===== src/rtl/scsi_seq_consts.vh =====
// Shared constants for the SCSI target phase sequencer.
`ifndef SCSI_SEQ_CONSTS_VH
`define SCSI_SEQ_CONSTS_VH

`define CLK_MHZ 200
`define BUS_SETTLE_NS 400
`define DESKEW_NS 45
`define CABLE_SKEW_NS 10
`define SETTLE_CYC ((`BUS_SETTLE_NS * `CLK_MHZ + 999) / 1000)
`define SKEW_CYC (((`DESKEW_NS + `CABLE_SKEW_NS) * `CLK_MHZ + 999) / 1000)

`define ST_GOOD 8'h00
`define ST_CHECK 8'h02
`define ST_BUSY 8'h08
`define ST_INTERM 8'h10
`define ST_CONFLICT 8'h18
`define ST_TERM 8'h22
`define ST_QFULL 8'h28
`define ST_CODE_MASK 8'h3E

`define MSG_CC 8'h00
`define MSG_EXT 8'h01
`define MSG_ABORT 8'h06
`define MSG_REJECT 8'h07
`define MSG_LCC 8'h0A
`define MSG_BDR 8'h0C
`define MSG_TERM 8'h11
`define MSG_SQT 8'h20
`define MSG_HQT 8'h21
`define MSG_OQT 8'h22

`define KEY_ABORTED 4'hB
`define ASC_ILLMSG 8'h49

`define PH_DOUT 3'h0
`define PH_DIN 3'h1
`define PH_CMD 3'h2
`define PH_STAT 3'h3
`define PH_MSGO 3'h6
`define PH_MSGI 3'h7

`define DIR_IN 2'h1
`define DIR_OUT 2'h2

`endif


===== src/rtl/scsi_target_phase_sequencer.v =====
// Target-side information transfer phase sequencer for a parallel SCSI disk.
`include "scsi_seq_consts.vh"
module scsi_target_phase_sequencer #(
   parameter BLOCK_BYTES = 512,
   parameter FIFO_DEPTH = 16,
   parameter FIFO_AW = 4,
   parameter [7:0] PARITY_ASC = 8'h00,
   parameter [7:0] REQ_SENSE_OP = 8'h03,
   parameter [7:0] INQUIRY_OP = 8'h12
) (
   input wire clk_in,
   input wire rst_n_in,
   input wire ack_in,
   input wire atn_in,
   input wire [7:0] db_in,
   input wire dbp_in,
   output reg req_out,
   output reg cd_out,
   output reg io_out,
   output reg msg_out,
   output reg bsy_out,
   output reg [7:0] db_out,
   output reg dbp_out,
   output reg db_oe_out,
   input wire sel_start_in,
   input wire sel_atn_in,
   input wire sel_id_ok_in,
   input wire [2:0] sel_init_in,
   input wire parity_en_in,
   input wire busy_in,
   input wire reserved_in,
   input wire [2:0] reserve_owner_in,
   input wire queue_full_in,
   output reg [7:0] cdb_byte_out,
   output reg cdb_valid_out,
   output reg cdb_last_out,
   input wire plan_valid_in,
   input wire [1:0] plan_dir_in,
   input wire [15:0] plan_len_in,
   input wire end_valid_in,
   input wire end_check_in,
   input wire [3:0] end_key_in,
   input wire [7:0] end_asc_in,
   input wire din_valid_in,
   input wire [7:0] din_byte_in,
   output wire din_ready_out,
   output reg [7:0] dout_byte_out,
   output reg dout_valid_out,
   input wire dout_ready_in,
   output reg disc_ok_out,
   output reg cleared_out,
   input wire [2:0] sense_sel_in,
   output reg sense_valid_out,
   output reg [11:0] sense_out
);
   localparam [7:0] S_FREE = 8'h01;
   localparam [7:0] S_MSGO = 8'h02;
   localparam [7:0] S_CMD = 8'h04;
   localparam [7:0] S_EXEC = 8'h08;
   localparam [7:0] S_DIN = 8'h10;
   localparam [7:0] S_DOUT = 8'h20;
   localparam [7:0] S_STAT = 8'h40;
   localparam [7:0] S_MSGI = 8'h80;
   localparam [3:0] H_IDLE = 4'h1;
   localparam [3:0] H_WAIT = 4'h2;
   localparam [3:0] H_REQ = 4'h4;
   localparam [3:0] H_REL = 4'h8;
   localparam integer SETTLE_I = `SETTLE_CYC;
   localparam integer SKEW_I = `SKEW_CYC;
   localparam integer BLK_I = BLOCK_BYTES - 1;
   localparam [7:0] SETTLE_C = SETTLE_I[7:0];
   localparam [7:0] SKEW_C = SKEW_I[7:0];
   localparam [15:0] BLK_LAST = BLK_I[15:0];

   // Pin inputs: three stages, a change counts once stages two and three agree.
   reg [10:0] s1_q;
   reg [10:0] s2_q;
   reg [10:0] s3_q;
   reg [10:0] f_q;
   wire ack_f = f_q[10];
   wire atn_f = f_q[9];
   wire [8:0] dbf = f_q[8:0];

   reg [7:0] st_q;
   reg [3:0] hs_q;
   reg [7:0] tmr_q;
   reg chg_q;
   reg [7:0] rx_q;
   reg bad_q;
   reg [2:0] init_q;
   reg idok_q;
   reg first_q;
   reg cc_q;
   reg qfull_q;
   reg link_q;
   reg ext_q;
   reg planned_q;
   reg [7:0] mcnt_q;
   reg [7:0] ret_q;
   reg [3:0] idx_q;
   reg [3:0] len_q;
   reg [7:0] op_q;
   reg [15:0] cnt_q;
   reg [15:0] blk_q;
   reg [7:0] stat_q;
   reg [7:0] mi_q;
   reg flush_q;
   reg [7:0] sval_q;
   reg sense_we_q;
   reg [2:0] sense_wa_q;
   reg [11:0] sense_wd_q;
   reg [11:0] sense_mem [0:7];
   reg need_w;
   reg [7:0] tx_w;
   reg [7:0] cmd_nxt_w;
   reg [7:0] cmd_stat_w;
   wire fifo_v;
   wire [7:0] fifo_d;
   wire start_w = (hs_q == H_IDLE) & need_w;
   wire done_w = (hs_q == H_REL) & ~ack_f;
   wire blk_end_w = (blk_q == BLK_LAST);

   function [2:0] phase_of;
      input [7:0] s;
      begin
         case (s)
            S_CMD: phase_of = `PH_CMD;
            S_MSGO: phase_of = `PH_MSGO;
            S_DIN: phase_of = `PH_DIN;
            S_STAT: phase_of = `PH_STAT;
            S_MSGI: phase_of = `PH_MSGI;
            default: phase_of = `PH_DOUT;
         endcase
      end
   endfunction

   function [3:0] cdb_len;
      input [7:0] op;
      begin
         case (op[7:5])
            3'h0: cdb_len = 4'h6;
            3'h1: cdb_len = 4'hA;
            3'h2: cdb_len = 4'hA;
            3'h5: cdb_len = 4'hC;
            default: cdb_len = 4'h6;
         endcase
      end
   endfunction

   // The data-in buffer lets the media side run ahead of a slow initiator.
   seq_fifo #(.W(8), .D(FIFO_DEPTH), .AW(FIFO_AW)) u_fifo (
      .clk_in(clk_in),
      .rst_n_in(rst_n_in),
      .flush_in(flush_q),
      .in_valid_in(din_valid_in),
      .in_data_in(din_byte_in),
      .in_ready_out(din_ready_out),
      .out_valid_out(fifo_v),
      .out_data_out(fifo_d),
      .out_ready_in(start_w & (st_q == S_DIN))
   );

   always @* begin
      need_w = (st_q == S_CMD) | (st_q == S_MSGO) | (st_q == S_STAT) | (st_q == S_MSGI);
      need_w = need_w | ((st_q == S_DIN) & fifo_v) | ((st_q == S_DOUT) & dout_ready_in);
      case (st_q)
         S_STAT: tx_w = stat_q & `ST_CODE_MASK;
         S_MSGI: tx_w = mi_q;
         default: tx_w = fifo_d;
      endcase
      cmd_nxt_w = S_STAT;
      if (qfull_q) begin
         cmd_stat_w = `ST_QFULL;
      end else if (busy_in) begin
         cmd_stat_w = `ST_BUSY;
      end else if (reserved_in && (reserve_owner_in != init_q)) begin
         cmd_stat_w = `ST_CONFLICT;
      end else begin
         cmd_stat_w = `ST_GOOD;
         cmd_nxt_w = S_EXEC;
      end
   end

   task go;
      input [7:0] s;
      begin
         st_q <= s;
         chg_q <= 1'b1;
         if (s != S_EXEC) begin
            {msg_out, cd_out, io_out} <= phase_of(s);
         end
         if (s == S_FREE) begin
            bsy_out <= 1'b0;
            flush_q <= 1'b1;
         end
      end
   endtask

   task set_sense;
      input [3:0] key;
      input [7:0] asc;
      begin
         sense_we_q <= 1'b1;
         sense_wa_q <= init_q;
         sense_wd_q <= {key, asc};
         sval_q[init_q] <= 1'b1;
      end
   endtask

   task msg_leave;
      begin
         if (!atn_f) begin
            if (cc_q) begin
               go(S_FREE);
            end else begin
               go(ret_q);
            end
         end
      end
   endtask

   task data_step;
      input [7:0] s;
      begin
         cnt_q <= cnt_q - 16'h0001;
         blk_q <= blk_end_w ? 16'h0000 : blk_q + 16'h0001;
         if (cnt_q == 16'h0001) begin
            go(S_EXEC);
         end else if (blk_end_w && atn_f) begin
            ret_q <= s;
            go(S_MSGO);
         end
      end
   endtask

   always @(posedge clk_in) begin
      if (sense_we_q) begin
         sense_mem[sense_wa_q] <= sense_wd_q;
      end
   end

   always @(posedge clk_in or negedge rst_n_in) begin
      if (!rst_n_in) begin
         s1_q <= 11'h000;
         s2_q <= 11'h000;
         s3_q <= 11'h000;
         f_q <= 11'h000;
         sense_valid_out <= 1'b0;
         sense_out <= 12'h000;
      end else begin
         s1_q <= {ack_in, atn_in, dbp_in, db_in};
         s2_q <= s1_q;
         s3_q <= s2_q;
         f_q <= (~(s2_q ^ s3_q) & s2_q) | ((s2_q ^ s3_q) & f_q);
         sense_valid_out <= sval_q[sense_sel_in];
         sense_out <= sense_mem[sense_sel_in];
      end
   end

   always @(posedge clk_in or negedge rst_n_in) begin
      if (!rst_n_in) begin
         req_out <= 1'b0;
         {msg_out, cd_out, io_out} <= 3'h0;
         bsy_out <= 1'b0;
         db_out <= 8'h00;
         dbp_out <= 1'b0;
         db_oe_out <= 1'b0;
         cdb_byte_out <= 8'h00;
         cdb_valid_out <= 1'b0;
         cdb_last_out <= 1'b0;
         dout_byte_out <= 8'h00;
         dout_valid_out <= 1'b0;
         disc_ok_out <= 1'b0;
         cleared_out <= 1'b0;
         st_q <= S_FREE;
         hs_q <= H_IDLE;
         tmr_q <= 8'h00;
         chg_q <= 1'b1;
         rx_q <= 8'h00;
         bad_q <= 1'b0;
         init_q <= 3'h0;
         idok_q <= 1'b0;
         first_q <= 1'b0;
         cc_q <= 1'b0;
         qfull_q <= 1'b0;
         link_q <= 1'b0;
         ext_q <= 1'b0;
         planned_q <= 1'b0;
         mcnt_q <= 8'h00;
         ret_q <= S_CMD;
         idx_q <= 4'h0;
         len_q <= 4'h6;
         op_q <= 8'h00;
         cnt_q <= 16'h0000;
         blk_q <= 16'h0000;
         stat_q <= `ST_GOOD;
         mi_q <= `MSG_CC;
         flush_q <= 1'b0;
         sval_q <= 8'h00;
         sense_we_q <= 1'b0;
         sense_wa_q <= 3'h0;
         sense_wd_q <= 12'h000;
      end else begin
         cdb_valid_out <= 1'b0;
         cdb_last_out <= 1'b0;
         dout_valid_out <= 1'b0;
         cleared_out <= 1'b0;
         sense_we_q <= 1'b0;
         flush_q <= 1'b0;
         case (hs_q)
            H_IDLE: if (start_w) begin
               tmr_q <= chg_q ? SETTLE_C : SKEW_C;
               chg_q <= 1'b0;
               db_out <= tx_w;
               dbp_out <= ~(^tx_w);
               db_oe_out <= io_out;
               hs_q <= H_WAIT;
            end
            H_WAIT: if (tmr_q <= 8'h01) begin
               req_out <= 1'b1;
               hs_q <= H_REQ;
            end else begin
               tmr_q <= tmr_q - 8'h01;
            end
            H_REQ: if (ack_f) begin
               rx_q <= dbf[7:0];
               bad_q <= parity_en_in & ~(^dbf) & ~io_out;
               req_out <= 1'b0;
               hs_q <= H_REL;
            end
            H_REL: if (!ack_f) begin
               db_oe_out <= 1'b0;
               hs_q <= H_IDLE;
            end
            default: hs_q <= H_IDLE;
         endcase
         case (st_q)
            S_FREE: if (sel_start_in) begin
               bsy_out <= 1'b1;
               init_q <= sel_init_in;
               idok_q <= sel_id_ok_in;
               first_q <= sel_atn_in;
               disc_ok_out <= 1'b0;
               cc_q <= 1'b0;
               qfull_q <= 1'b0;
               link_q <= 1'b0;
               ext_q <= 1'b0;
               mcnt_q <= 8'h00;
               idx_q <= 4'h0;
               ret_q <= S_CMD;
               if (sel_atn_in) begin
                  go(S_MSGO);
               end else begin
                  go(S_CMD);
               end
            end
            S_MSGO: if (done_w) begin
               first_q <= 1'b0;
               if (mcnt_q != 8'h00) begin
                  ext_q <= 1'b0;
                  mcnt_q <= ext_q ? rx_q : mcnt_q - 8'h01;
                  if ((ext_q ? rx_q : mcnt_q - 8'h01) == 8'h00) begin
                     msg_leave;
                  end
               end else if (first_q && !rx_q[7]) begin
                  set_sense(`KEY_ABORTED, `ASC_ILLMSG);
                  go(S_FREE);
               end else if (rx_q[7]) begin
                  disc_ok_out <= idok_q & first_q & rx_q[6];
                  msg_leave;
               end else begin
                  case (rx_q)
                     `MSG_ABORT, `MSG_BDR: begin
                        cleared_out <= 1'b1;
                        go(S_FREE);
                     end
                     `MSG_REJECT: msg_leave;
                     `MSG_TERM: begin
                        stat_q <= `ST_TERM;
                        go(S_STAT);
                     end
                     `MSG_SQT, `MSG_HQT, `MSG_OQT: begin
                        mcnt_q <= 8'h01;
                        qfull_q <= queue_full_in;
                     end
                     `MSG_EXT: begin
                        mcnt_q <= 8'h01;
                        ext_q <= 1'b1;
                     end
                     default: msg_leave;
                  endcase
               end
            end
            S_CMD: if (done_w) begin
               if (bad_q) begin
                  set_sense(`KEY_ABORTED, PARITY_ASC);
                  stat_q <= `ST_CHECK;
                  go(S_STAT);
               end else begin
                  cdb_byte_out <= rx_q;
                  cdb_valid_out <= 1'b1;
                  idx_q <= idx_q + 4'h1;
                  if (idx_q == 4'h0) begin
                     len_q <= cdb_len(rx_q);
                     op_q <= rx_q;
                  end
                  if (idx_q != 4'h0 && idx_q == len_q - 4'h1) begin
                     cdb_last_out <= 1'b1;
                     link_q <= rx_q[0];
                     idx_q <= 4'h0;
                     planned_q <= 1'b0;
                     stat_q <= cmd_stat_w;
                     if (op_q != REQ_SENSE_OP && op_q != INQUIRY_OP) begin
                        sval_q[init_q] <= 1'b0;
                     end
                     if (atn_f) begin
                        ret_q <= cmd_nxt_w;
                        go(S_MSGO);
                     end else begin
                        go(cmd_nxt_w);
                     end
                  end else if (atn_f) begin
                     ret_q <= S_CMD;
                     go(S_MSGO);
                  end
               end
            end
            S_EXEC: if (!planned_q) begin
               if (plan_valid_in) begin
                  planned_q <= 1'b1;
                  cnt_q <= plan_len_in;
                  blk_q <= 16'h0000;
                  if (plan_len_in != 16'h0000 && plan_dir_in == `DIR_IN) begin
                     go(S_DIN);
                  end else if (plan_len_in != 16'h0000 && plan_dir_in == `DIR_OUT) begin
                     go(S_DOUT);
                  end
               end
            end else if (end_valid_in) begin
               if (end_check_in) begin
                  set_sense(end_key_in, end_asc_in);
                  stat_q <= `ST_CHECK;
               end else begin
                  stat_q <= link_q ? `ST_INTERM : `ST_GOOD;
               end
               go(S_STAT);
            end
            S_DIN: if (done_w) begin
               data_step(S_DIN);
            end
            S_DOUT: if (done_w) begin
               if (bad_q) begin
                  set_sense(`KEY_ABORTED, PARITY_ASC);
                  stat_q <= `ST_CHECK;
                  go(S_STAT);
               end else begin
                  dout_byte_out <= rx_q;
                  dout_valid_out <= 1'b1;
                  data_step(S_DOUT);
               end
            end
            S_STAT: if (done_w) begin
               mi_q <= (stat_q == `ST_INTERM) ? `MSG_LCC : `MSG_CC;
               go(S_MSGI);
            end
            S_MSGI: if (done_w) begin
               if (mi_q == `MSG_LCC) begin
                  ret_q <= S_CMD;
                  go(atn_f ? S_MSGO : S_CMD);
               end else begin
                  cc_q <= 1'b1;
                  go(atn_f ? S_MSGO : S_FREE);
               end
            end
            default: go(S_FREE);
         endcase
      end
   end
endmodule


===== src/rtl/seq_fifo.v =====
// Synchronous FIFO with valid and ready on both sides.
module seq_fifo #(
   parameter W = 8,
   parameter D = 16,
   parameter AW = 4
) (
   input wire clk_in,
   input wire rst_n_in,
   input wire flush_in,
   input wire in_valid_in,
   input wire [W-1:0] in_data_in,
   output reg in_ready_out,
   output wire out_valid_out,
   output wire [W-1:0] out_data_out,
   input wire out_ready_in
);
   // Pointers wrap freely, so D must be a power of two equal to 2**AW.
   localparam [AW:0] DEPTH = D[AW:0];
   reg [W-1:0] mem [0:D-1];
   reg [AW-1:0] wr_q;
   reg [AW-1:0] rd_q;
   reg [AW:0] cnt_q;
   wire push_w = in_valid_in & in_ready_out;
   wire pop_w = out_valid_out & out_ready_in;
   wire [AW:0] cnt_d = cnt_q + {{AW{1'b0}}, push_w} - {{AW{1'b0}}, pop_w};

   assign out_valid_out = (cnt_q != {(AW+1){1'b0}});
   assign out_data_out = mem[rd_q];

   always @(posedge clk_in) begin
      if (push_w) begin
         mem[wr_q] <= in_data_in;
      end
   end

   always @(posedge clk_in or negedge rst_n_in) begin
      if (!rst_n_in) begin
         wr_q <= {AW{1'b0}};
         rd_q <= {AW{1'b0}};
         cnt_q <= {(AW+1){1'b0}};
         in_ready_out <= 1'b0;
      end else if (flush_in) begin
         wr_q <= {AW{1'b0}};
         rd_q <= {AW{1'b0}};
         cnt_q <= {(AW+1){1'b0}};
         in_ready_out <= 1'b1;
      end else begin
         if (push_w) begin
            wr_q <= wr_q + {{(AW-1){1'b0}}, 1'b1};
         end
         if (pop_w) begin
            rd_q <= rd_q + {{(AW-1){1'b0}}, 1'b1};
         end
         cnt_q <= cnt_d;
         in_ready_out <= (cnt_d < DEPTH);
      end
   end
endmodule


===== config.mk =====
export PLATFORM = sky130hd
export DESIGN_NAME = scsi_target_phase_sequencer
export DESIGN_NICKNAME = d
export VERILOG_FILES = /design/src/rtl/scsi_target_phase_sequencer.v /design/src/rtl/seq_fifo.v
export VERILOG_INCLUDE_DIRS = /design/src /design/src/rtl
export SDC_FILE = /design/constraint.sdc
export NUM_CORES = 1
export LEC_CHECK = 0
export BUFFER_PORTS_ARGS = -buffer_cell sky130_fd_sc_hd__buf_2
export CAP_MARGIN = 20
export CORE_MARGIN = 2
export CORE_UTILIZATION = 35
export CTS_CLUSTER_DIAMETER = 80
export DETAILED_ROUTE_END_ITERATION = 8
export PLACE_DENSITY = 0.55
export SLEW_MARGIN = 40
export SYNTH_ARGS = -nofsm -noshare
export SYNTH_HDL_FRONTEND = slang
export SYNTH_HIERARCHICAL = 1
export SYNTH_SLANG_ARGS = --single-unit

===== constraint.sdc =====
create_clock -name clk_in -period 4.2 [get_ports clk_in]
set_clock_uncertainty 0.05 [all_clocks]
set_input_delay 0.84 -clock clk_in [delete_from_list [all_inputs] [get_ports clk_in]]
set_output_delay 0.84 -clock clk_in [all_outputs]
set_load 0.02 [all_outputs]

### After elaboration in Yosys (flattened, before gate mapping)

Memory sizes are Yosys's and may differ from the RTL's. A register that Yosys moved wholly into a read port is not among the register bits.
Index checks and enable logic that the tools add are counted.

| storage, ports and cells | value |
|---|---|
| bits in registers | 240 |
| RAM bits | 224 |
| bits of input ports | 72 |
| output and inout port bits | 50 |
| logic and storage cells | 655 |
| memories kept | 2 |

| operators by class | value |
|---|---|
| add/sub/neg operators | 10 |
| magnitude comparators | 5 |
| equal/unequal tests | 117 |
| multiplexer cells | 370 |
| bitwise operators | 30 |
| reductions and logical operators | 69 |

Memories:

| memory | depth | width | read ports | clocked after memory_dff | wr ports | line | RTL |
|---|---|---|---|---|---|---|---|
| u_fifo.mem | 16 | 8 | 1 | 0 | 1 | seq_fifo.v:19 | `reg [W-1:0] mem [0:D-1];` |
| sense_mem | 8 | 12 | 1 | 1 | 1 | scsi_target_phase_sequencer.v:112 | `reg [11:0] sense_mem [0:7];` |

Operator list:

| cell | number |
|---|---|
| 8-bit two-way mux | 73 |
| 1-bit two-way mux | 200 |
| 16-bit two-way mux | 11 |
| 12-bit two-way mux | 8 |
| 16-bit case mux with 3 select lines | 2 |
| 8-bit case mux with 4 select lines | 2 |
| 8-bit case mux with 8 select lines | 1 |
| 3-bit case mux with 5 select lines | 4 |
| 2-bit inequality test, second input constant | 29 |
| 4-bit two-way mux | 13 |
| 8-bit case mux with 2 select lines | 3 |
| 8-bit by 5-bit == test with 1-bit output, second input constant | 5 |
| 8-bit case mux with 5 select lines | 1 |
| 12-bit case mux with 3 select lines | 1 |
| 3-bit two-way mux | 11 |
| 8-bit by 1-bit == test with 1-bit output, second input constant | 4 |
| 8-bit by 3-bit == test with 1-bit output, second input constant | 4 |
| 8-bit by 6-bit == test with 1-bit output, second input constant | 4 |
| 7-bit two-way mux | 4 |
| 1-bit case mux with 2 select lines | 13 |
| 13-bit AND reduction | 2 |
| 5-bit two-way mux | 5 |
| 8-bit by 2-bit == test with 1-bit output, second input constant | 3 |
| 8-bit by 4-bit == test with 1-bit output, second input constant | 3 |
| other kinds (94) | 195 |

### Depth between registers and ports, before layout

Gate-level depths: netlist (run 1).

| logic depth | value |
|---|---|
| depth after elaboration | 16 |
| depth in mapped cells | 21 |
| depth with buffers taken out | 19 |

### Hierarchy

The synthesis (run 1) kept the hierarchy.

Modules (own cells, without submodules):

| module | times used | cells each | area an instance (um^2) | sequential area each (um^2) |
|---|---|---|---|---|
| scsi_target_phase_sequencer | 1 | 1289 | 14848.0 | 8470.6 |
| seq_fifo | 1 | 332 | 5888.1 | 4194.0 |

### Worst setup path after synthesis (run 1)

Ideal clock, no wire load.

| path | value |
|---|---|
| path kind | flip-flop to flip-flop |
| start | register u_fifo.cnt_q[3] |
| end | register u_fifo.cnt_q[4] |
| setup time | 0.120 ns |
| data arrival time | 3.771 ns |
| data required time | 4.030 ns |
| path slack | 0.259 ns |
| stages on the path, launching flop included | 22 |
| path buffers | 2 |
| clock period less this slack | 3.941 ns |
| path through | dfrtp_1 -> inv_1 -> ha_1 -> or4b_1 -> buf_2 -> nand3b_1 -> a21oi_1 -> o21ai_0 -> a41o_1 -> clkbuf_1 -> nor2_1 -> nand2_1 -> inv_1 -> ha_1 -> inv_1 -> ha_1 -> inv_1 -> fa_1 -> nand2b_1 -> a21oi_1 -> o21ai_0 -> and3_1 |

| on the way | value |
|---|---|
| longest elaborated chain between the ends | 9 |
| elaborated cells between the ends (all ways) | 10 |
| those cells by class | 2 x add/sub; 1 x mux; 6 x bitwise; 1 x reduce/logical |

RTL lines:

| item | line | RTL |
|---|---|---|
| start, declared | seq_fifo.v:22 | `reg [AW:0] cnt_q;` |
| start signal, assigned | seq_fifo.v:40 | `cnt_q <= {(AW+1){1'b0}};` |
| start signal, assigned | seq_fifo.v:45 | `cnt_q <= {(AW+1){1'b0}};` |
| start signal, assigned | seq_fifo.v:54 | `cnt_q <= cnt_d;` |
| 5-bit nonzero test * | seq_fifo.v:27 | `assign out_valid_out = (cnt_q != {(AW+1){1'b0}});` |
| net fifo_v | scsi_target_phase_sequencer.v:117 | `wire fifo_v;` |
| 1-bit bitwise AND | scsi_target_phase_sequencer.v:165 | `need_w = need_w \| ((st_q == S_DIN) & fifo_v) \| ((st_q == S_DOUT) & dout_ready_in);` |
| 1-bit OR (2 in a row) | scsi_target_phase_sequencer.v:165 |  |
| 1-bit bitwise AND | scsi_target_phase_sequencer.v:119 | `wire start_w = (hs_q == H_IDLE) & need_w;` |
| 1-bit bitwise AND | scsi_target_phase_sequencer.v:160 | `.out_ready_in(start_w & (st_q == S_DIN))` |
| 1-bit bitwise AND * | seq_fifo.v:24 | `wire pop_w = out_valid_out & out_ready_in;` |
| 5-bit by 1-bit subtractor with 5-bit output * | seq_fifo.v:25 | `wire [AW:0] cnt_d = cnt_q + {{AW{1'b0}}, push_w} - {{AW{1'b0}}, pop_w};` |
| 5-bit two-way mux * | seq_fifo.v:42 | `end else if (flush_in) begin` |

Mark *: on every way through the listed nets, which the timed path passes. The rest lies on a longest branch.
A chain may end at the register's enable or synchronous reset.

### Worst setup path after layout (run 1)

| path | value |
|---|---|
| start | register st_q[3] |
| end | register u_fifo.cnt_q[4] |

| on the way | value |
|---|---|
| longest elaborated chain between the ends | 11 |
| elaborated cells between the ends (all ways) | 18 |
| those cells by class | 1 x add/sub; 6 x eq/ne; 1 x mux; 10 x bitwise |

RTL lines:

| item | line | RTL |
|---|---|---|
| start, declared | scsi_target_phase_sequencer.v:84 | `reg [7:0] st_q;` |
| start signal, assigned | scsi_target_phase_sequencer.v:275 | `st_q <= S_FREE;` |
| 8-bit by 3-bit == test with 1-bit output / 8-bit by 2-bit == test with 1-bit output (equally long branches) | scsi_target_phase_sequencer.v:164 | `need_w = (st_q == S_CMD) \| (st_q == S_MSGO) \| (st_q == S_STAT) \| (st_q == S_MSGI);` |
| 1-bit OR (3 in a row) | scsi_target_phase_sequencer.v:164 |  |
| 1-bit OR (2 in a row) | scsi_target_phase_sequencer.v:165 |  |
| 1-bit bitwise AND | scsi_target_phase_sequencer.v:119 |  |
| 1-bit bitwise AND * | scsi_target_phase_sequencer.v:160 |  |
| 1-bit bitwise AND * | seq_fifo.v:24 |  |
| 5-bit by 1-bit subtractor with 5-bit output * | seq_fifo.v:25 |  |
| 5-bit two-way mux * | seq_fifo.v:42 |  |

Mark *: on every way between the ends. The rest lies on a longest branch, timed or not.

==> flow_metrics.env, run 1 <==
export IMPL_outcome="complete, no violations"
export IMPL_cts_sinks=461
export IMPL_start_util_pct=35.27
export IMPL_post_place_ws_ns=0.2844
export IMPL_port_buffers=121
export IMPL_synthTopCellsByCount="231 x dfrtp_1, 224 x edfxtp_1, 148 x nand2_1"
export IMPL_start_kind="flip-flop"
export IMPL_overflow=0
export IMPL_tns_ns=0
export IMPL_ys_warn_count=6
export IMPL_ant_nets=0
export IMPL_die_w_microns=247.4
export IMPL_rows=89
export IMPL_grt_setup_unrepaired="no"
export IMPL_synth_seq_cells=461
export IMPL_reg2reg_depth=16
export IMPL_cts_buffers_inserted=51
export IMPL_seq_area_frac_synth_pct=61.08
export IMPL_drv_cap=0
export IMPL_synth_ff_type="dfrtp_1"
export IMPL_dieArea_sq_um=61210
export IMPL_post_cts_setup_buffer_count=0
export IMPL_worstPathMaxFanout=10
export IMPL_avgViaCountPerCell=5.403
export IMPL_busiest_layer="met2"
export IMPL_switching_power_uw=3461
export IMPL_place_area_sq_um=22210
export IMPL_ir_drop_uv=286.2
export IMPL_ctsHoldBuffers=0
export IMPL_cts_max_path_buffers=3
export IMPL_syn_area_sq_um=20740
export IMPL_grtUsageTotal_pct=17.11
export IMPL_synthArstFlopShare_pct=51.41
export IMPL_holdWs_ns=0.1798
export IMPL_nets=1836
export IMPL_num_vias=13831
export IMPL_rrSetupSlack_ns=0.36
export IMPL_drc=0
export IMPL_ctsRootBufferMaster="clkbuf_16"
export IMPL_max_freq_mhz=260.2
export IMPL_grt_max_degree=84
export IMPL_maxSlewHeadroom_pct=47.53
export IMPL_tightest_slew_ns=0.7848
export IMPL_hold_violations=0
export IMPL_avgSynthCellArea_sq_um=12.79
export IMPL_use_met1_pct=23.65
export IMPL_grt_use_met2_pct=27.08
export IMPL_p_clk_share_pct=37.8
export IMPL_seqPwrFrac_pct=44.9
export IMPL_finalWirelength_microns=52040
export IMPL_core_sq_um=58800
export IMPL_hold_path_class="in2async"
export IMPL_post_route_min_period_ns=3.843
export IMPL_period_share_pct=91.50
export IMPL_hpwlAfterDp_microns=35060
export IMPL_antenna_found_initial=3
export IMPL_setup_viol=0
export IMPL_intPower_uw=8434
export IMPL_wl_per_cell_microns=20.33
export IMPL_num_io_pins=122
export IMPL_yosysTopAreaCell="edfxtp_1"
export IMPL_die_h_microns=247.4
export IMPL_swShare_pct=29.10
export IMPL_grt_pass1_wl_microns=81190
export IMPL_grt_pass1_vias=13719
export IMPL_clock_latency_ns=0.60
export IMPL_gp_congestion=0.9511
export IMPL_cts_resized=0
export IMPL_worst_slack_ns=0.3571
export IMPL_synth_edf_count=224
export IMPL_arrival_ns=4.29
export IMPL_synth_top_area_share_pct=32.44
export IMPL_drt_iter0_markers=1064
export IMPL_yosysMostFrequentCell="dfrtp_1"
export IMPL_dr_pass1_iters=6
export IMPL_syn_inst=1621
export IMPL_p_leak_uw=0.009558
export IMPL_area_growth_pct=15.38
export IMPL_combinationalPowerShare_pct=17.2
export IMPL_cts_max_level=2
export IMPL_clkTransAtPathRegs_ns=0.07
export IMPL_design_area_sq_um=23930
export IMPL_synthDistinctLibCells=93
export IMPL_endpoint_kind="flip-flop"
export IMPL_drive_above_1_share_pct=20.55
export IMPL_use_met3_pct=3.449
export IMPL_synth_area_top_cells="edfxtp_1 32%, dfrtp_1 28%, mux4_2 4.6%, nand2_1 2.7%, o21ai_0 2.5%"
export IMPL_finalMaxSlewViolations=0
export IMPL_syn_num_nets=1714
export IMPL_cts_tree="built"
export IMPL_power_density_nw_per_um2=497.2
export IMPL_worstSetupPathType="reg2reg"
export IMPL_required_ns=4.65
[routing by layer]
metal | part of all wire, % | vias to the layer above
met5 | 0.052 | -
met4 | 2.7 | 4
met3 | 5.8 | 87
met2 | 47 | 426
met1 | 44 | 6929
li1 | - | 6385
[per-stage QoR]
stage	utilization [%]	total power, uW	instances
CTS	40.68	12030	2559
floorplan	-	6768	1621
global placement	37.72	7429	2463
detailed placement	37.77	7466	2463
finish	40.69	11900	2560
global route	40.69	12490	2560
[layout make-up]
cell class / instances / area (sq um)
flip-flops and latches: 461 / 12670
well taps: 773 / 967.2
clock inverters: 30 / 306.5
diodes: 1 / 2.502
inverters: 46 / 172.7
fillers: 5562 / 34870
clock buffers: 66 / 1404
repair buffers: 155 / 898.4
multi-input cells: 1028 / 7508
[state kept, by name, indices dropped and copies added (netlist names), 5 cells and up, named ones only]
register       flops
blk_q             16
cdb_byte_out       8
cnt_q             16
db_out             8
dout_byte_out      8
mcnt_q             8
op_q               8
ret_q              5
rx_q               8
s1_q              11
s2_q              11
s3_q              11
sense_mem         96
sense_out         12
sense_wd_q        12
st_q               8
tmr_q              8
u_fifo/cnt_q       5
u_fifo/mem       128
[final timing paths]
kind	from	to
max reg2reg	st_q[3]	u_fifo/cnt_q[4]
min in group clk_in	db_in[5]	s1_q[5]
max	st_q[3]	u_fifo/cnt_q[4]
max in group asynchronous	rst_n_in	u_fifo/rd_q[0]
min	rst_n_in	sense_wd_q[5]
min reg2reg	s1_q[2]	s2_q[2]
[logic make-up after synthesis]
group / after synthesis / synth area share [%]
flip-flops: 461 / 61.08
multiplexers: 127 / 8.936
XOR/XNOR: 39 / 1.780
buffers and inverters: 132 / 2.920
AND/OR/NAND/NOR: 492 / 12.31
adder cells (fa/ha/maj): 32 / 1.834
AO/OA/AOI/OAI: 338 / 11.14
[cell usage in the layout (no fill, tap or decap), drive strengths merged, types with 42 or more instances in the layout]
master / netlist / routed
a21oi: 59 / 59
nor2: 91 / 91
mux4: 42 / 42
mux2: 45 / 45
nand3: 44 / 44
dfrtp: 231 / 231
o21ai: 106 / 106
edfxtp: 224 / 224
clkbuf: 48 / 66
buf: 38 / 155
nand2: 148 / 148
inv: 45 / 49
nor3: 42 / 42
[power groups by stage]
stage	Sequential (uW)	Combinational (uW)	Clock [uW]
after floorplan	5340	1430	0
after global placement	5420	2010	0
after detailed placement	5430	2030	0
after CTS	5350	2040	4640
after global routing	5400	2270	4830
final	5350	2050	4500
[critical path, cell delays in order, from the launching register on]
cell and delay, ns:
dfrtp_1 0.50, or4_1 0.70, nor2_1 0.13, o21ai_1 0.11
a41o_1 0.27, nor2_1 0.25, nand2_1 0.15, inv_1 0.08
ha_1 0.22, inv_1 0.06, ha_1 0.15, inv_1 0.05
fa_1 0.39, nand2b_1 0.16, a21oi_1 0.17, o21ai_0 0.12
and3_1 0.18
Power figures use the tool's default switching activity.
==> run 2, diff against run 1 <==
--- a/config.mk
+++ b/config.mk
@@ -12,6 +12,7 @@
 export CORE_UTILIZATION = 35
 export CTS_CLUSTER_DIAMETER = 80
 export DETAILED_ROUTE_END_ITERATION = 8
+export GPL_TIMING_DRIVEN = 0
 export PLACE_DENSITY = 0.55
 export SLEW_MARGIN = 40
 export SYNTH_ARGS = -nofsm -noshare
==> flow_metrics.env, run 2 (synthesis gave the netlist of run 1 again) <==
export IMPL_max_freq_mhz=253.3
export IMPL_cts_max_path_buffers=3
export IMPL_grt_pass1_vias=14058
export IMPL_worst_slack_ns=0.2516
export IMPL_cpMostUsedCell="inv_1"
export IMPL_ctsRootBufferMaster="clkbuf_16"
export IMPL_maxSlewHeadroom_pct=35.79
export IMPL_hold_violations=0
export IMPL_final_cell_mix="231 x dfrtp_1, 224 x edfxtp_1, 147 x nand2_1"
export IMPL_grt_max_degree=67
export IMPL_post_place_ws_ns=-0.5995
export IMPL_post_route_min_period_ns=3.948
export IMPL_drc=0
export IMPL_ir_drop_uv=311.5
export IMPL_top_register="u_fifo/mem"
export IMPL_grt_pass1_wl_microns=85250
export IMPL_core_sq_um=58800
export IMPL_dr_pass1_iters=5
export IMPL_wl_per_cell_microns=21.17
export IMPL_rows=89
export IMPL_ctsHoldBuffers=0
export IMPL_dieArea_sq_um=61210
export IMPL_die_h_microns=247.4
export IMPL_nets=1898
export IMPL_period_share_pct=94.01
export IMPL_outcome="complete, no violations"
export IMPL_overflow=0
export IMPL_arrival_ns=4.39
export IMPL_gp_congestion=0.9055
export IMPL_hpwlAfterDp_microns=38400
export IMPL_worstPathMaxFanout=10
export IMPL_ant_nets=0
export IMPL_drt_iter0_markers=1260
export IMPL_clkTransAtPathRegs_ns=0.06
export IMPL_worstPathCellList="buf_2 -> or4b_4 -> or2_2 -> a41o_1 -> buf_6 -> nor2_4 -> nand2_2 -> inv_1 -> ha_1 -> inv_1 -> ha_1 -> inv_1 -> fa_1 -> nand2b_1 -> a21oi_1 -> o21ai_0 -> and3_1"
export IMPL_critical_path_slowest_cell="or4b_4"
export IMPL_power_density_nw_per_um2=509.5
export IMPL_endpoint_kind="flip-flop"
export IMPL_cts_tree="built"
export IMPL_critPathTopFamily="simple AND/OR/NAND/NOR gates"
export IMPL_path_buf_inv=5
export IMPL_setup_viol=0
export IMPL_tightest_slew_ns=0.9531
export IMPL_finalWirelength_microns=55550
export IMPL_num_vias=14267
export IMPL_avgViaCountPerCell=5.437
export IMPL_grt_setup_unrepaired="no"
export IMPL_mostFrequentLayoutCell="dfrtp_1"
export IMPL_fin_total_pwr_uw=12470
export IMPL_area_growth_pct=18.05
export IMPL_p_leak_uw=0.009783
export IMPL_largestRegisters="u_fifo/mem: 128 flops, sense_mem: 96 flops"
export IMPL_cts_sinks=461
export IMPL_start_util_pct=35.27
export IMPL_die_w_microns=247.4
export IMPL_largest_reg_flops=128
export IMPL_required_ns=4.64
export IMPL_antenna_found_initial=3
export IMPL_num_io_pins=122
export IMPL_hold_path_class="in2async"
export IMPL_finalMaxSlewViolations=0
export IMPL_start_kind="flip-flop"
export IMPL_port_buffers=119
export IMPL_clock_latency_ns=0.60
export IMPL_drive_above_1_share_pct=20.93
export IMPL_cts_buffers_inserted=52
export IMPL_grtUsageTotal_pct=18.26
export IMPL_drv_cap=0
export IMPL_cts_max_level=2
export IMPL_slowest_delay_ns=0.58
export IMPL_worstSetupPathType="reg2reg"
-- run 2: cell count changes in the layout (fill, tap and decap cells not counted), moves of 4 or more --
cell,before,now
buf_2,119,137
buf_6,0,10
clkinv_2,14,7
bufinv_16,4,8
clkbuf_1,9,52
clkinv_4,5,1
buf_1,0,4
buf_4,33,13
-- run 2: power breakdown --
part           leakage [uW]  internal, uW  switching [uW]
Combinational       0.00361           846            1460
Sequential          0.00526          5030             220
Clock              0.000917          3000            1910
-- run 2: final timing paths --
check                           depth (start not counted)  startpoint         endpoint  slack [ns]
worst max-delay path                                   17     st_q[3]  u_fifo/cnt_q[4]        0.25
worst min-delay path                                    1    rst_n_in     sense_out[7]        0.11
worst max register to register                         17     st_q[3]  u_fifo/cnt_q[4]        0.25
worst min register to register                          0     s1_q[4]          s2_q[4]        0.30
max in group asynchronous                               3    rst_n_in         len_q[1]        2.91
min in group clk_in                                     1    db_in[5]          s1_q[5]        0.29
-- run 2: what timing repair did --
action / in CTS / in global routing
endpoints found under the setup margin: 5 / 2
pin swaps: 3 / 4
gates resized for setup: 8 / 7
setup buffers: 3 / 2
-- run 2: layer usage --
metal  global-route usage [%]  vias to the layer above  routed length [microns]
met3                    3.255                      111                     3219
met4                    6.129                        2                     1645
met5                        0                        -                       11
li1                         -                     6517                        -
met2                    29.47                      458                    26340
met1                    24.92                     7179                    24340
-- run 2: final cells by class --
cell class,count,area [sq um]
sequential,461,12660
antenna,2,5.005
clock inverter,28,399.1
inverter,46,172.7
tap,773,967.2
buffer,85,450.4
fill,5527,34320
multi-input combinational,1028,7576
clock buffer,70,1491
timing repair buffer,131,753.2
-- run 2: metrics by stage --
step | setup TNS, ns | instance area [sq um] | hold WS [ns] | utilization [%] | instances
after floorplan | 0 | 20740 | 0.2812 | - | 1621
after global placement | -542.35 | 22300 | 0.2830 | 37.93 | 2513
after detailed placement | -1.705 | 22490 | 0.2879 | 38.25 | 2520
after CTS | 0 | 24430 | 0.1163 | 41.54 | 2621
after global routing | 0 | 24480 | 0.1281 | 41.63 | 2623
final | 0 | 24480 | 0.1114 | 41.63 | 2624
-- run 2: worst register-to-register path, cell delays in order, from the launching register on --
cell	delay [ns]
dfrtp_1	0.35
buf_2	0.20
or4b_4	0.59
or2_2	0.42
a41o_1	0.29
buf_6	0.14
nor2_4	0.12
nand2_2	0.09
inv_1	0.06
ha_1	0.22
inv_1	0.06
ha_1	0.18
inv_1	0.06
fa_1	0.40
nand2b_1	0.16
a21oi_1	0.16
o21ai_0	0.11
and3_1	0.18
